## src/common/pre_pkg.sv

```systemverilog
// Purpose: Constants and types for the profile record packet encoder
// Assumes: One byte per handshake toward the buffer write logic
// Notes: Shared by the encoder and its bench
package pre_pkg;
   // Header codes
   localparam logic [7:0] PRE_HDR_PAD = 8'h00;
   localparam logic [7:0] PRE_HDR_END = 8'h01;
   localparam logic [7:0] PRE_HDR_TS = 8'h71;
   localparam logic [4:0] PRE_HDR_ADDR_TOP = 5'h16;
   localparam logic [5:0] PRE_HDR_PFX_TOP = 6'h08;
   // Address indices
   localparam logic [4:0] PRE_IDX_PC = 5'h00;
   localparam logic [4:0] PRE_IDX_TGT = 5'h01;
   localparam logic [4:0] PRE_IDX_DVA = 5'h02;
   localparam logic [4:0] PRE_IDX_DPA = 5'h03;
   // Packet steps and payload length
   localparam logic [2:0] PRE_STEP_TERM = 3'h5;
   localparam logic [2:0] PRE_PAY_LAST = 3'h7;
   localparam logic [2:0] PRE_CNT_RST = 3'h0;
   localparam logic [2:0] PRE_STEP_RST = 3'h0;
   // Record alignment in bytes and FIFO depth
   localparam int PRE_REC_ALIGN = 64;
   localparam int PRE_FIFO_DEPTH = 4;

   typedef enum logic [1:0] {PRE_OP_OTHER, PRE_OP_BRANCH, PRE_OP_ERET, PRE_OP_MEM} pre_op_e;

   typedef enum logic [2:0] {
      PRE_S_IDLE, PRE_S_SEL, PRE_S_PFX, PRE_S_HDR, PRE_S_PAY, PRE_S_TERM, PRE_S_TSPAY, PRE_S_PAD
   } pre_state_e;

   // One sampled operation
   typedef struct packed {
      pre_op_e op;
      logic [55:0] pc;
      logic pc_security_state_bit;
      logic [1:0] pc_privilege_level_field;
      logic [55:0] tgt;
      logic tgt_security_state_bit;
      logic [1:0] tgt_privilege_level_field;
      logic tgt_profiling_off;
      logic [63:0] data_va;
      logic [55:0] data_pa;
      logic pa_security_state_bit;
      logic physical_address_collection_enable;
      logic abort;
      logic perm_fault;
      logic impl_valid;
      logic [4:0] impl_idx;
      logic [63:0] impl_addr;
      logic ts_valid;
      logic [63:0] ts;
   } pre_rec_t;

   // Indices outside defined and implementation ranges are never sent
   function automatic logic pre_idx_ok(input logic [4:0] idx);
      pre_idx_ok = (idx[4:2] == 3'h0) || (idx[4:1] == 4'h3) || idx[4];
   endfunction : pre_idx_ok
endpackage : pre_pkg

```

## src/verilog/pre_fifo.sv

```systemverilog
// Purpose: Small byte FIFO between packet generator and output stage
// Assumes: Single clock, depth a power of two
// Notes: Full and empty derived from wrap bit of pointers
`timescale 1ns/100ps
module pre_fifo #(
   parameter int WIDTH = 8,
   parameter int DEPTH = 4
) (
   // Clock and reset
   input wire logic ref_clk,
   input wire logic reset,
   // Fill side
   input wire logic in_valid,
   input wire logic [WIDTH-1:0] in_data,
   output logic in_ready,
   // Drain side
   output logic out_valid,
   output logic [WIDTH-1:0] out_data,
   input wire logic out_ready
);
   localparam int AW = $clog2(DEPTH);

   typedef struct packed {
      logic [DEPTH-1:0][WIDTH-1:0] mem;
      logic [AW:0] wptr;
      logic [AW:0] rptr;
   } pre_fifo_st_t;

   pre_fifo_st_t st;
   pre_fifo_st_t next_st;
   logic full;
   logic empty;

   // Status and drain data
   assign full = (st.wptr[AW-1:0] == st.rptr[AW-1:0]) && (st.wptr[AW] != st.rptr[AW]);
   assign empty = (st.wptr == st.rptr);
   assign in_ready = !full;
   assign out_valid = !empty;
   assign out_data = st.mem[st.rptr[AW-1:0]];

   // Pointer and storage update
   always_comb begin
      next_st = st;
      if (in_valid && !full) begin
         next_st.mem[st.wptr[AW-1:0]] = in_data;
         next_st.wptr = st.wptr + 1'b1;
      end
      if (out_ready && !empty) begin
         next_st.rptr = st.rptr + 1'b1;
      end
   end

   always_ff @(posedge ref_clk or posedge reset) begin
      if (reset) begin
         st <= '0;
      end else begin
         st <= next_st;
      end
   end
endmodule : pre_fifo

```

## src/verilog/pre_encoder.sv

```systemverilog
// Purpose: Encodes one sample record per request into a packet byte stream
// Assumes: Record fields stable while rec_valid and rec_ready are both high
// Notes: Records are padded with padding headers to the record alignment
`timescale 1ns/100ps
module pre_encoder
   import pre_pkg::*;
#(
   parameter int REC_ALIGN = PRE_REC_ALIGN,
   parameter int FIFO_DEPTH = PRE_FIFO_DEPTH,
   parameter bit TGT_ON_ERET_OFF = 1'b1,
   parameter bit PA_ON_PERM_FAULT = 1'b0
) (
   // Clock and reset
   input wire logic ref_clk,
   input wire logic reset,
   // Record request
   input wire logic rec_valid,
   input wire pre_rec_t rec,
   output logic rec_ready,
   // Byte stream to buffer write logic
   output logic out_valid,
   output logic [7:0] out_data,
   input wire logic out_ready
);
   localparam int PW = $clog2(REC_ALIGN);

   typedef struct packed {
      pre_state_e state;
      logic [2:0] step;
      logic [2:0] cnt;
      logic [PW-1:0] pos;
      pre_rec_t rec;
      logic rec_ready;
      logic out_valid;
      logic [7:0] out_data;
   } pre_enc_st_t;

   pre_enc_st_t st;
   pre_enc_st_t next_st;
   logic [4:0] incl;
   logic [4:0] cur_idx;
   logic [63:0] cur_pay;
   logic gen_valid;
   logic [7:0] gen_byte;
   logic fifo_in_ready;
   logic fifo_out_valid;
   logic [7:0] fifo_out_data;
   logic fifo_out_ready;
   logic emit;
   logic accept;

   ////////////////////////////////////////////////////////////////////////////
   // Packet selection

   // Which address packets this record carries
   always_comb begin
      incl[0] = 1'b1;
      incl[1] = (st.rec.op == PRE_OP_BRANCH) ||
                ((st.rec.op == PRE_OP_ERET) &&
                 (!st.rec.tgt_profiling_off || TGT_ON_ERET_OFF));
      incl[2] = (st.rec.op == PRE_OP_MEM);
      incl[3] = (st.rec.op == PRE_OP_MEM) && st.rec.physical_address_collection_enable &&
                (!st.rec.abort || (st.rec.perm_fault && PA_ON_PERM_FAULT));
      incl[4] = st.rec.impl_valid && pre_idx_ok(st.rec.impl_idx) &&
                (st.rec.impl_idx[4:2] != 3'h0);
   end

   // Index and 64-bit payload of the current address packet
   always_comb begin
      cur_idx = PRE_IDX_PC;
      cur_pay = {st.rec.pc_security_state_bit, st.rec.pc_privilege_level_field, 5'h00,
                 st.rec.pc};
      case (st.step)
         3'h1: begin
            cur_idx = PRE_IDX_TGT;
            cur_pay = {st.rec.tgt_security_state_bit, st.rec.tgt_privilege_level_field, 5'h00,
                       st.rec.tgt};
         end
         3'h2: begin
            cur_idx = PRE_IDX_DVA;
            cur_pay = st.rec.data_va;
         end
         3'h3: begin
            cur_idx = PRE_IDX_DPA;
            cur_pay = {st.rec.pa_security_state_bit, 7'h00, st.rec.data_pa};
         end
         3'h4: begin
            cur_idx = st.rec.impl_idx;
            cur_pay = st.rec.impl_addr;
         end
         default: begin
            cur_idx = PRE_IDX_PC;
         end
      endcase
   end

   ////////////////////////////////////////////////////////////////////////////
   // Byte generation

   // Byte offered to the FIFO in each state
   always_comb begin
      gen_valid = 1'b0;
      gen_byte = PRE_HDR_PAD;
      case (st.state)
         PRE_S_PFX: begin
            gen_valid = 1'b1;
            gen_byte = {PRE_HDR_PFX_TOP, cur_idx[4:3]};
         end
         PRE_S_HDR: begin
            gen_valid = 1'b1;
            gen_byte = {PRE_HDR_ADDR_TOP, cur_idx[2:0]};
         end
         PRE_S_PAY: begin
            gen_valid = 1'b1;
            gen_byte = cur_pay[{st.cnt, 3'h0} +: 8];
         end
         PRE_S_TERM: begin
            gen_valid = 1'b1;
            gen_byte = st.rec.ts_valid ? PRE_HDR_TS : PRE_HDR_END;
         end
         PRE_S_TSPAY: begin
            gen_valid = 1'b1;
            gen_byte = st.rec.ts[{st.cnt, 3'h0} +: 8];
         end
         PRE_S_PAD: begin
            gen_valid = (st.pos != '0);
            gen_byte = PRE_HDR_PAD;
         end
         default: begin
            gen_valid = 1'b0;
         end
      endcase
   end

   // Handshakes toward the FIFO and the record port
   assign emit = gen_valid && fifo_in_ready;
   assign accept = rec_valid && st.rec_ready;
   assign fifo_out_ready = !st.out_valid || out_ready;

   // Byte FIFO between generator and output register
   pre_fifo #(
      .WIDTH(8),
      .DEPTH(FIFO_DEPTH)
   ) u_fifo (
      .ref_clk(ref_clk),
      .reset(reset),
      .in_valid(gen_valid),
      .in_data(gen_byte),
      .in_ready(fifo_in_ready),
      .out_valid(fifo_out_valid),
      .out_data(fifo_out_data),
      .out_ready(fifo_out_ready)
   );

   ////////////////////////////////////////////////////////////////////////////
   // Sequencer

   // Next state of the record sequencer and output stage
   always_comb begin
      next_st = st;
      if (emit) begin
         next_st.pos = st.pos + 1'b1;
      end
      case (st.state)
         PRE_S_IDLE: begin
            if (accept) begin
               next_st.rec = rec;
               next_st.step = PRE_STEP_RST;
               next_st.state = PRE_S_SEL;
            end
         end
         PRE_S_SEL: begin
            if (st.step == PRE_STEP_TERM) begin
               next_st.state = PRE_S_TERM;
            end else if (incl[st.step]) begin
               next_st.state = (cur_idx[4:3] == 2'h0) ? PRE_S_HDR : PRE_S_PFX;
            end else begin
               next_st.step = st.step + 1'b1;
            end
         end
         PRE_S_PFX: begin
            if (emit) begin
               next_st.state = PRE_S_HDR;
            end
         end
         PRE_S_HDR: begin
            if (emit) begin
               next_st.cnt = PRE_CNT_RST;
               next_st.state = PRE_S_PAY;
            end
         end
         PRE_S_PAY: begin
            if (emit) begin
               next_st.cnt = st.cnt + 1'b1;
               if (st.cnt == PRE_PAY_LAST) begin
                  next_st.step = st.step + 1'b1;
                  next_st.state = PRE_S_SEL;
               end
            end
         end
         PRE_S_TERM: begin
            if (emit) begin
               next_st.cnt = PRE_CNT_RST;
               next_st.state = st.rec.ts_valid ? PRE_S_TSPAY : PRE_S_PAD;
            end
         end
         PRE_S_TSPAY: begin
            if (emit) begin
               next_st.cnt = st.cnt + 1'b1;
               if (st.cnt == PRE_PAY_LAST) begin
                  next_st.state = PRE_S_PAD;
               end
            end
         end
         PRE_S_PAD: begin
            if (st.pos == '0) begin
               next_st.state = PRE_S_IDLE;
            end
         end
         default: begin
            next_st.state = PRE_S_IDLE;
         end
      endcase
      // Ready only while idle
      next_st.rec_ready = (next_st.state == PRE_S_IDLE);
      // Output register holds a byte until taken
      if (fifo_out_ready) begin
         next_st.out_valid = fifo_out_valid;
         next_st.out_data = fifo_out_data;
      end
   end

   // State register
   always_ff @(posedge ref_clk or posedge reset) begin
      if (reset) begin
         st <= '0;
      end else begin
         st <= next_st;
      end
   end

   // Outputs straight from the state register
   assign rec_ready = st.rec_ready;
   assign out_valid = st.out_valid;
   assign out_data = st.out_data;
endmodule : pre_encoder

```

## config.mk

```make
export PLATFORM = sky130hd
export DESIGN_NAME = pre_encoder
export DESIGN_NICKNAME = d
export VERILOG_FILES = /design/src/common/pre_pkg.sv /design/src/verilog/pre_fifo.sv /design/src/verilog/pre_encoder.sv
export SDC_FILE = /design/constraint.sdc
export NUM_CORES = 1
export LEC_CHECK = 0
export BUFFER_PORTS_ARGS = -buffer_cell sky130_fd_sc_hd__buf_4
export CAP_MARGIN = 5
export CORE_ASPECT_RATIO = 1.25
export CORE_MARGIN = 4
export CORE_UTILIZATION = 45
export CTS_CLUSTER_SIZE = 24
export DETAILED_ROUTE_END_ITERATION = 10
export PLACE_DENSITY = 0.76
export REMOVE_ABC_BUFFERS = 1
export SLEW_MARGIN = 20
export SYNTH_ARGS = -nofsm -noshare
export SYNTH_HDL_FRONTEND = slang
export SYNTH_HIERARCHICAL = 1
export SYNTH_SLANG_ARGS = --single-unit
```

## constraint.sdc

```tcl
create_clock -name ref_clk -period 20.1 [get_ports ref_clk]
set_input_delay 4.02 -clock ref_clk [delete_from_list [all_inputs] [get_ports ref_clk]]
set_output_delay 4.02 -clock ref_clk [all_outputs]
set_load 0.05 [all_outputs]
```

Word level (Yosys, flattened, before mapping)
Index checks and enable logic that the tools add are counted.

storage, ports and cells
  register bits = 441
  input port bits = 384
  output and inout port bits = 10
  word-level logic and storage cells = 131

operators by class
  $add $sub $neg = 5
  order comparisons = 4
  equal/unequal tests = 27
  shifts and indexed selects = 2
  multiplexer cells = 32
  reductions and logical operators = 31

operators with widths
  kind                 count
  $pmux 64 s4          1
  $shiftx 64x7->8      2
  $pmux 8 s5           1
  $mux 3               12
  $bwmux 32            1
  $pmux 3 s8           1
  $eq 3x3->1 const B   7
  $pmux 5 s4           1
  $pmux 3 s3           2
  $bmux 8 s2           1
  $demux 8 s2          1
  $mux 8               2
  $add 3x1->3 const B  4
  $eq 3x2->1 const B   4
  $mux 6               2
  $ne 2x2->1 const B   6
  $logic_and 1x1->1    9
  $logic_not 3->1      3
  $mux 9               1
  $reduce_bool 3->1    3
  $mux 7               1
  $add 6x1->6 const B  1
  $eq 3x1->1 const B   2
  $logic_not 6->1      1
  other kinds (22)     32

Logic depth before layout (Yosys ltp)
Gate-level depths: netlist of the first run.

  depth after elaboration = 11
  mapped depth = 15
  gate-level depth less buffers = 10

Cells and area by module
The synthesis of the first run kept the hierarchy.

by module, submodules not included
  module       instances  cells an instance  area an instance (sq um)  sequential area each (sq um)
  pre_encoder  1          1473               18565.3                   10084.7
  pre_fifo     1          121                1895.6                    950.9

Worst setup path before layout of the first run
Ideal clock, no wire load.

  path kind = in2reg
  start = in rec_valid
  end = reg, netlist name st[25]
  arrival = 5570 ps
  required time = 19975 ps
  path slack = 14405 ps
  stages on the path = 6
  cells stage by stage = nand2_1 > nor4_1 > clkbuf_1 > clkbuf_1 > buf_1 > mux2_2

RTL lines
  element      line               text
  from (decl)  pre_encoder.sv:17  input wire logic rec_valid,

==> results of run 1 <==
-- cell families (layout without fill, tap and decap cells) --
kind of cell,count (synthesis),count (layout)
and+or+nand+nor,191,191
AOI/OAI and AO/OA,344,344
adders and majority gates,15,15
xor gates and xnor gates,14,14
other,0,8
buffers and inverters,149,526
muxes,440,440
DFF,441,441
-- worst max-delay path by stage --
stage               depth (start not counted)       from       to
floorplan                                   3  rec_valid  st[100]
global placement                            6  rec_valid  st[202]
detailed placement                          4      reset  st[213]
CTS                                         4      reset  st[166]
global route                                5      reset   st[92]
finish                                      6  rec_valid   st[39]
-- metal layers --
metal | vias up | GRT usage
li1 | 6648 | -
met1 | 7742 | 0.318
met2 | 539 | 0.421
met3 | 156 | 0.0528
met4 | 0 | 0.119
met5 | - | 0
-- power by group --
group	switching, uW	internal (uW)
clock network	365	577
registers	274	1290
logic	670	616
total	1310	2490
-- stage by stage --
stage          instances  worst slack, ps
2_1_floorplan       1464           -23160
3_3_place_gp        2464            13360
3_5_place_dp        2464            13290
4_1_cts             2548            13910
5_1_grt             2556            13660
6_report            2557            13930
-- worst reg2reg max path, delay by kind of cell, from the launching register on --
family          cells  cell delay (ps)
fa+ha+maj           1              170
simple gates        4             1070
buf+inv             3             1210
mux                 1              330
flops               1              440
compound gates      3             1190
-- synth_stat cells, types with 17 or more instances --
cell type / count / area share
dfrtp_1: 441 / 0.54
mux2_2: 420 / 0.23
clkbuf_1: 101 / 0.019
o21ai_0: 72 / 0.018
nand2_1: 71 / 0.013
a21oi_1: 56 / 0.014
a221oi_1: 42 / 0.018
nand3_1: 42 / 0.010
a22oi_1: 31 / 0.011
nor2_1: 30 / 0.0055
o211ai_1: 17 / 0.0062
-- registers in the layout, summed over array words and instances (netlist names) --
name and count:
out_data 8, u_fifo/st 38, rec_ready 1, st 393
out_valid 1
-- final cells by class --
class                   instances  area (sq um)
fillers                      3701         19500
flip-flops and latches        441         11000
multi-input cells            1004          8820
repair buffers                423          3210
clock buffers                  64          1360
well taps                     578           723
clock inverters                20           314
inverters                      19          78.8
diodes                          8          20.0
==> results.txt, run 1 <==
Status = completed
CP required = 20550 ps
R2r endpoint = u_fifo/st[15]
Ys flop type = dfrtp_1
YS warnings = 6
FP Rows = 87
Power, Total = 3800 uW
Period minus WS final = 6170 ps
Syn Area/Cell = 12.8 sq um
Area growth, synth to finish = 25.0%
Synth unique cells = 70
Max-cap viol count = 0
Period utilisation layout = 0.307
Final Skew = 15.0 ps
CTS Root Buffer Type = clkbuf_16
# setup viols final = 0
Total number of vias = 15100
H-Tree Depth = 2
Met2 WL = 31600 microns
Routed wire length = 63900 microns
Delay-heaviest family, CP = buffers and inverters
Peak VDD IR = 0.0000795 V
Design Area, Final = 0.0256 sq mm
Max transition margin = 0.264
First-pass GRT wire length = 94900 microns
Core area = 0.0451 sq mm
Slowest-stage cell, CP = buf_4
Final hold violation count = 0
Most frequent CP cell = buf_4
Synthesis-stage register bit count = 441
RSZ-0062 raised after global routing = no
Drt wl/cell = 25.0 microns
Register area share after synthesis = 0.539
Async S/R FF share, synth = 1.00
Initial DRC count = 1009
Routability congestion estimate = 0.829
Wire length on met3 = 3850 microns
TritonCTS clock tree = yes
Initial antenna violation count = 7
Reg2Reg Depth = 12
Detail Placement HPWL = 43400 microns
Mapped cell area = 0.0205 sq mm
Gr usage total = 0.254
Max-slew violations = 0
Post-synth EDFFs = 0
First-pass iteration count of the detailed router = 5
I/O pin total = 394
Final core utilization = 0.567
Initial Util = 0.454
TritonCTS buffer count = 47
Arr. time, crit path = 6620 ps
CP peak stage delay = 840 ps
WS Path Type = in -> reg
Synth Area in Compound Gates = 0.120
Critical path fanouts, max = 184
Hold Path Sink = st[395]
Layout Nets = 2335
# DRC = 0
R2r startpoint = st[399]
Hold_sp = st[395]
Maximum clock insertion buffer count = 3
Most common cell after layout, fill and taps aside = dfrtp_1
WP buf/inv = 3
Vias per cell = 5.90
Min Hold Slack = 500 ps
PD cells = 148 mW/mm^2
Postcts setup bufs = 0
Synth Area in Simple Gates = 0.0438
Largest family of logic cells by synthesized area = multiplexers
Leading cell types in the layout, fill and taps excluded = 438 x dfrtp_1, 420 x mux2_2, 420 x buf_4
Vias in the first global route = 16000
Setup TNS = 0 ps
Startpoint Class = primary input
Layout cells sized above 1 = 0.488
Clock Latency Late Sink = 580 ps
HP Class = reg -> reg
Final global-route overflow total = 0
Die footprint = 0.0490 sq mm
Synth Area in Adders = 0.00917
Pleak = 0.0122 uW
CTS Sinks = 441
Mapped Cells = 1594
Die width = 199 microns
Worst-margin pin slew = 1100 ps
Max Used Layer = met4
Crit. End Element = flip-flop
Hold buffer count at cts = 0
Largest net degree at the start of global routing = 185
Sum of routed wire segments on met1 = 25300 microns
Highest Clock Rate = 162 MHz
Post-synthesis xor/xnor area fraction = 0.00764
Placed cell areas = 0.0238 sq mm
Clk slew on worst S/H paths = 60 ps
Flop-to-flop setup slack = 15560 ps
Mux cell area share after synthesis = 0.248
Input/output buffers = 391
CTS resizes = 0
CP Cell Sequence = buf_4 -> nand2_1 -> nor4_2 -> buf_12 -> buf_4 -> mux2_2
Hold Path Depth = 1
Antenna Violating Nets Remaining = 0
Die height = 246 microns
No activity file was read; power rests on OpenSTA's default activity.
==> run 2, diff against run 1 <==
--- a/config.mk
+++ b/config.mk
@@ -12,7 +12,7 @@
 export CORE_UTILIZATION = 45
 export CTS_CLUSTER_SIZE = 24
 export DETAILED_ROUTE_END_ITERATION = 10
-export PLACE_DENSITY = 0.76
+export PLACE_DENSITY = 0.79
 export REMOVE_ABC_BUFFERS = 1
 export SLEW_MARGIN = 20
 export SYNTH_ARGS = -nofsm -noshare
==> constraint.sdc (replaced) <==
create_clock -name ref_clk -period 5.4 [get_ports ref_clk]
set_input_delay 1.08 -clock ref_clk [delete_from_list [all_inputs] [get_ports ref_clk]]
set_output_delay 1.08 -clock ref_clk [all_outputs]
set_load 0.05 [all_outputs]
==> run 2 against run 1 <==
  * Via count decreased by 0.27%
  * Worst hold slack got worse by 16 ps
  * Clock power increased to 3.4 times the previous value
  * Design area decreased by 0.52%
  * Global-route usage decreased by 0.45 points
  * First-iteration DRC count decreased by 2.1%
  * Sequential power increased to 3.7 times the previous value
  * Flip-flop and latch count unchanged
  * Setup slack got worse by 13000 ps
  * Critical path type is now reg -> reg
  * Highest routed layer unchanged
==> results.txt, run 2 (synthesized netlist as in run 1, its figures left out) <==
Status = completed
Detail Placement HPWL = 43600 microns (+0.49%)
Leading cell types in the layout, fill and taps excluded = 438 x dfrtp_1, 422 x buf_4, 420 x mux2_2
Max-slew violations = 0 (unchanged)
Startpoint Class = flip-flop
Routability congestion estimate = 0.867 (+4.6%)
Max transition margin = 0.218 (-0.0463)
Delay-heaviest family, CP = compound AO/OA/AOI/OAI gates
Slowest-stage cell, CP = nor2_1
FP Rows = 87 (unchanged)
Routed wire length = 63100 microns (-1.3%)
I/O pin total = 394 (unchanged)
Max-cap viol count = 0 (unchanged)
Initial Util = 0.454 (unchanged)
Vias in the first global route = 16000 (-0.17%)
Input/output buffers = 391 (unchanged)
Die height = 246 microns (unchanged)
CP Cell Sequence = inv_1 -> ha_2 -> or4_4 -> nand2_1 -> nor2_1 -> a211oi_1 -> o211a_1 -> a311oi_1 -> o31ai_1 -> mux2_2
Comb power frac = 0.345 (+0.006)
Layout cells sized above 1 = 0.486 (-0.00128)
Total number of vias = 15000 (-0.27%)
Die footprint = 0.0490 sq mm (unchanged)
CTS Sinks = 441 (unchanged)
Largest net degree at the start of global routing = 184 (-0.54%)
Most Crowded Layer GR = met2
Initial antenna violation count = 13 (+6)
Met2 usage = 0.418 (-0.00270)
Most common cell after layout, fill and taps aside = dfrtp_1
Clk slew on worst S/H paths = 60 ps (about the same)
Postcts setup bufs = 0 (unchanged)
TritonCTS buffer count = 47 (unchanged)
Flop-to-flop setup slack = 1120 ps (-14440 ps)
Reg2Reg Depth = 10 (-2)
CP peak stage delay = 880 ps (+40 ps)
Power, Total = 13800 uW (+260%)
Crit. End Element = flip-flop
WS Path Type = reg -> reg
Power Internal = 8970 uW (+260%)
Layout Nets = 2338 (+0.13%)
# setup viols final = 0 (unchanged)
Biggest register = st
Part of the power in registers = 0.425 (+0.012)
Pleak = 0.0121 uW (-0.62%)
NetSw = 4820 uW (+270%)
R2r startpoint = st[399]
Initial DRC count = 988 (-2.1%)
CTS Root Buffer Type = clkbuf_16
Die width = 199 microns (unchanged)
First-pass GRT wire length = 93400 microns (-1.6%)
Maximum clock insertion buffer count = 3 (unchanged)
Clock Latency Late Sink = 580 ps (about the same)
Met3 usage = 0.0455 (-0.00725)
First-pass iteration count of the detailed router = 5 (unchanged)
Critical path fanouts, max = 18 (-90%)
Vias per cell = 5.87 (-0.46%)
WP depth = 10 (+4)
Drt wl/cell = 24.6 microns (-1.5%)
Peak VDD IR = 0.000330 V (+320%)
Area growth, synth to finish = 24.3%
CP required = 5870 ps (-14680 ps)
Highest Clock Rate = 233 MHz
Period minus WS final = 4280 ps
WP buf/inv = 1 (-2)
R2r endpoint = u_fifo/st[7]
Core area = 0.0451 sq mm (unchanged)
Gr usage total = 0.249 (-0.00446)
Setup TNS = 0 ps (unchanged)
Worst setup path endpoint = u_fifo/st[7]
Period utilisation layout = 0.793
Critical Path Start = st[399]
Arr. time, crit path = 4750 ps (-1870 ps)
HP Class = reg -> reg
# DRC = 0 (unchanged)
Sw frac = 0.350 (+0.00511)
H-Tree Depth = 2 (unchanged)
Max FFs per register = 393 (unchanged)
RSZ-0062 raised after global routing = no
Final hold violation count = 0 (unchanged)
Worst-margin pin slew = 1170 ps (+65.2 ps)
Clk network pwr share = 0.231 (-0.017)
Hold buffer count at cts = 0 (unchanged)
Final Skew = 15.7 ps (+0.705 ps)
PD cells = 542 mW/mm^2 (+270%)
Antenna Violating Nets Remaining = 0 (unchanged)
Final global-route overflow total = 0 (unchanged)
TritonCTS clock tree = yes
CTS resizes = 0 (unchanged)
Grt met1 use = 0.309 (-0.00886)
run 2: power groups by stage:
stage / Clock, uW / Sequential (uW) / Combinational, uW
floorplan: 0 / 5670 / 3250
detailed placement: 0 / 5870 / 4720
finish: 3180 / 5860 / 4750
global placement: 0 / 5770 / 4550
CTS: 3230 / 5820 / 4760
global route: 3360 / 6010 / 5140
run 2: through the flow:
| step | worst slack (ps) | hold WS, ps | util | area (sq um) | std cells |
|---|---|---|---|---|---|
| floorplan | -34920 | 442 | - | 19900 | 1464 |
| global placement | 1140 | 462 | 0.530 | 23900 | 2468 |
| detailed placement | 1070 | 479 | 0.530 | 23900 | 2468 |
| CTS | 1050 | 489 | 0.564 | 25400 | 2548 |
| global route | 913 | 502 | 0.564 | 25400 | 2561 |
| finish | 1120 | 484 | 0.564 | 25400 | 2562 |
run 2: routing by layer:
layer | vias to the layer above | wire length (microns)
li1 | 6649 | -
met1 | 7669 | 24900
met2 | 582 | 31500
met3 | 145 | 3480
met4 | 0 | 3150
met5 | - | 0
run 2: layout make-up:
class	count	area (sq um)
diodes	14	35.0
flip-flops and latches	441	11000
well taps	578	723
multi-input cells	1004	8810
clock inverters	13	123
repair buffers	426	3250
clock buffers	67	1370
fillers	3688	19600
inverters	19	78.8
run 2: worst min-delay path by stage:
stage | start | endpoint | cells after the start | slack [ps]
after floorplan | st[395] | st[395] | 1 | 440
after global placement | st[395] | st[395] | 1 | 460
after detailed placement | st[395] | st[395] | 1 | 480
after CTS | st[395] | st[395] | 1 | 490
after global routing | st[395] | st[395] | 1 | 500
final | st[395] | st[395] | 1 | 480
==> run 3, diff against run 2 <==
--- a/config.mk
+++ b/config.mk
@@ -12,7 +12,7 @@
 export CORE_UTILIZATION = 45
 export CTS_CLUSTER_SIZE = 24
 export DETAILED_ROUTE_END_ITERATION = 10
-export PLACE_DENSITY = 0.79
+export PLACE_DENSITY = 0.76
 export REMOVE_ABC_BUFFERS = 1
 export SLEW_MARGIN = 20
 export SYNTH_ARGS = -nofsm -noshare
==> constraint.sdc (replaced) <==
create_clock -name ref_clk -period 4.1 [get_ports ref_clk]
set_input_delay 0.82 -clock ref_clk [delete_from_list [all_inputs] [get_ports ref_clk]]
set_output_delay 0.82 -clock ref_clk [all_outputs]
set_load 0.05 [all_outputs]
==> run 3 against run 2 <==
  * Clock-buffer cell count grew 2
  * Worst hold slack lost 100 ps
  * Flip-flop and latch count is the same
  * Critical path depth grew 3
  * Critical path type unchanged
  * Largest power group unchanged
  * Highest routed layer unchanged
==> results.txt, run 3 (synthesized netlist as in run 1, its figures left out) <==
Routed wire length = 62900 microns (-0.30%)
Largest net degree at the start of global routing = 157 (-15%)
Flop-to-flop setup slack = 290 ps (-830 ps)
CTS resizes = 0 (unchanged)
Vias per cell = 5.87 (about the same)
Worst setup path endpoint = u_fifo/st[31]
Input/output buffers = 391 (unchanged)
First-pass GRT wire length = 93400 microns (about the same)
CTS Sinks = 441 (unchanged)
Core area = 0.0451 sq mm (unchanged)
Non-Filler Instances = 2582 (+0.78%)
Final hold violation count = 0 (unchanged)
Layout cells sized above 1 = 0.489 (+0.00314)
Vias in the first global route = 15900 (-0.56%)
Clock Latency Late Sink = 570 ps (about the same)
Setup TNS = 0 ps (unchanged)
Initial antenna violation count = 15 (+2)
Initial Util = 0.454 (unchanged)
Initial DRC count = 1036 (+4.9%)
Max FFs per register = 393 (unchanged)
Routability congestion estimate = 0.840 (-3.2%)
Most frequent CP cell = buf_4
Final Skew = 10.6 ps (-5.02 ps)
PD cells = 715 mW/mm^2 (+32%)
Most common cell after layout, fill and taps aside = dfrtp_1
Detail Placement HPWL = 44100 microns (+1.2%)
Total number of vias = 15200 (+0.70%)
I/O pin total = 394 (unchanged)
Drt wl/cell = 24.3 microns (-1.1%)
Critical path fanouts, max = 17 (-1)
R2r endpoint = u_fifo/st[31]
Status = completed
# DRC = 0 (unchanged)
CP required = 4600 ps (-1270 ps)
Peak VDD IR = 0.000360 V (+9.1%)
WS Path Type = reg -> reg
Clk slew on worst S/H paths = 60 ps (about the same)
Worst-margin pin slew = 999 ps (-170 ps)
Period utilisation layout = 0.929 (+0.136)
Max-slew violations = 0 (unchanged)
Startpoint Class = flip-flop
Maximum clock insertion buffer count = 3 (unchanged)
Biggest register = st
R2r startpoint = st[400]
CP Cell Sequence = inv_1 -> ha_2 -> buf_4 -> nor2b_4 -> buf_4 -> a22oi_1 -> nand3_1 -> o211ai_1 -> a221oi_1 -> a311oi_1 -> buf_4 -> o31ai_1 -> mux2_2
Antenna Violating Nets Remaining = 0 (unchanged)
Delay-heaviest family, CP = compound AO/OA/AOI/OAI gates
Area growth, synth to finish = 25.4%
TritonCTS buffer count = 46 (-2.1%)
Leading cell types in the layout, fill and taps excluded = 438 x dfrtp_1, 435 x buf_4, 420 x mux2_2
Placed cell count = 2485 (+0.69%)
Final core utilization = 0.569 (+0.00491)
Die footprint = 0.0490 sq mm (unchanged)
# setup viols final = 0 (unchanged)
Die height = 246 microns (unchanged)
Reg2Reg Depth = 13 (+3)
HP Class = in -> async
Gr usage total = 0.250 (+0.000896)
Die width = 199 microns (unchanged)
Pleak = 0.0122 uW (+0.89%)
Crit. End Element = flip-flop
Max-cap viol count = 0 (unchanged)
Layout Nets = 2354 (+0.68%)
Postcts setup bufs = 0 (unchanged)
WP buf/inv = 4 (+3)
WP depth = 13 (+3)
FP Rows = 87 (unchanged)
CTS Root Buffer Type = clkbuf_16
Critical Path Start = st[400]
First-pass iteration count of the detailed router = 5 (unchanged)
Hold buffer count at cts = 0 (unchanged)
TritonCTS clock tree = yes
Arr. time, crit path = 4310 ps (-440 ps)
Slowest-stage cell, CP = nor2b_4
Period minus WS final = 3810 ps (-475 ps)
H-Tree Depth = 2 (unchanged)
Final global-route overflow total = 0 (unchanged)
Max transition margin = 0.333 (+0.115)
Highest Clock Rate = 263 MHz (+12%)
CP peak stage delay = 620 ps (-260 ps)
RSZ-0062 raised after global routing = no
-- run 3: cell types whose count changed in the layout (fill, tap and decap cells not counted), sizes merged --
| cell | change |
|---|---|
| inv | +1 |
| diode | +2 |
| bufinv | +1 |
| clkinv | -3 |
| clkbuf | +2 |
| buf | +17 |
-- run 3: metal layers --
metal	vias to the layer above	track usage	share of wire
met1	7668	0.311	0.38
met4	0	0.129	0.053
met5	-	0	0
met3	168	0.0555	0.072
li1	6687	-	-
met2	627	0.409	0.50
-- run 3: per-stage QoR --
step / power (uW) / hold slack, ps / setup slack [ps] / cell area, sq um
6_report: 18300 / 380 / 291 / 25700
3_5_place_dp: 14100 / 474 / 458 / 24100
5_1_grt: 19400 / 421 / 123 / 25700
4_1_cts: 18400 / 434 / 374 / 25600
2_1_floorplan: 11700 / 442 / -35960 / 19900
3_3_place_gp: 13700 / 464 / 518 / 24100
-- run 3: how the worst min path moves through the flow --
stage / slack, ps / start / cells after the start / endpoint
2_1_floorplan: 440 / st[395] / 1 / st[395]
3_5_place_dp: 470 / st[395] / 1 / st[395]
4_1_cts: 430 / rec[59] / 2 / st[69]
5_1_grt: 420 / reset / 2 / u_fifo/st[0]
3_3_place_gp: 460 / st[395] / 1 / st[395]
6_report: 380 / reset / 2 / u_fifo/st[0]
-- run 3: power breakdown --
group | switching (uW) | internal [uW] | leakage [uW]
sequential | 1380 | 6350 | 0.00595
combinational | 3250 | 3120 | 0.00549
clock | 1730 | 2520 | 0.000743
-- run 3: cell type report --
cell class / instances / area [sq um]
fillers: 3720 / 19400
inverters: 19 / 78.8
clock buffers: 69 / 1380
repair buffers: 443 / 3430
well taps: 578 / 723
diodes: 16 / 40.0
multi-input cells: 1004 / 8820
flip-flops and latches: 441 / 11000
clock inverters: 12 / 150
-- run 3: worst reg2reg max path, stage by stage, from the launching register on --
cell	delay, ps
dfrtp_1	440
inv_1	170
ha_2	230
buf_4	230
nor2b_4	620
buf_4	270
a22oi_1	70
nand3_1	120
o211ai_1	100
a221oi_1	310
a311oi_1	130
buf_4	220
o31ai_1	540
mux2_2	280
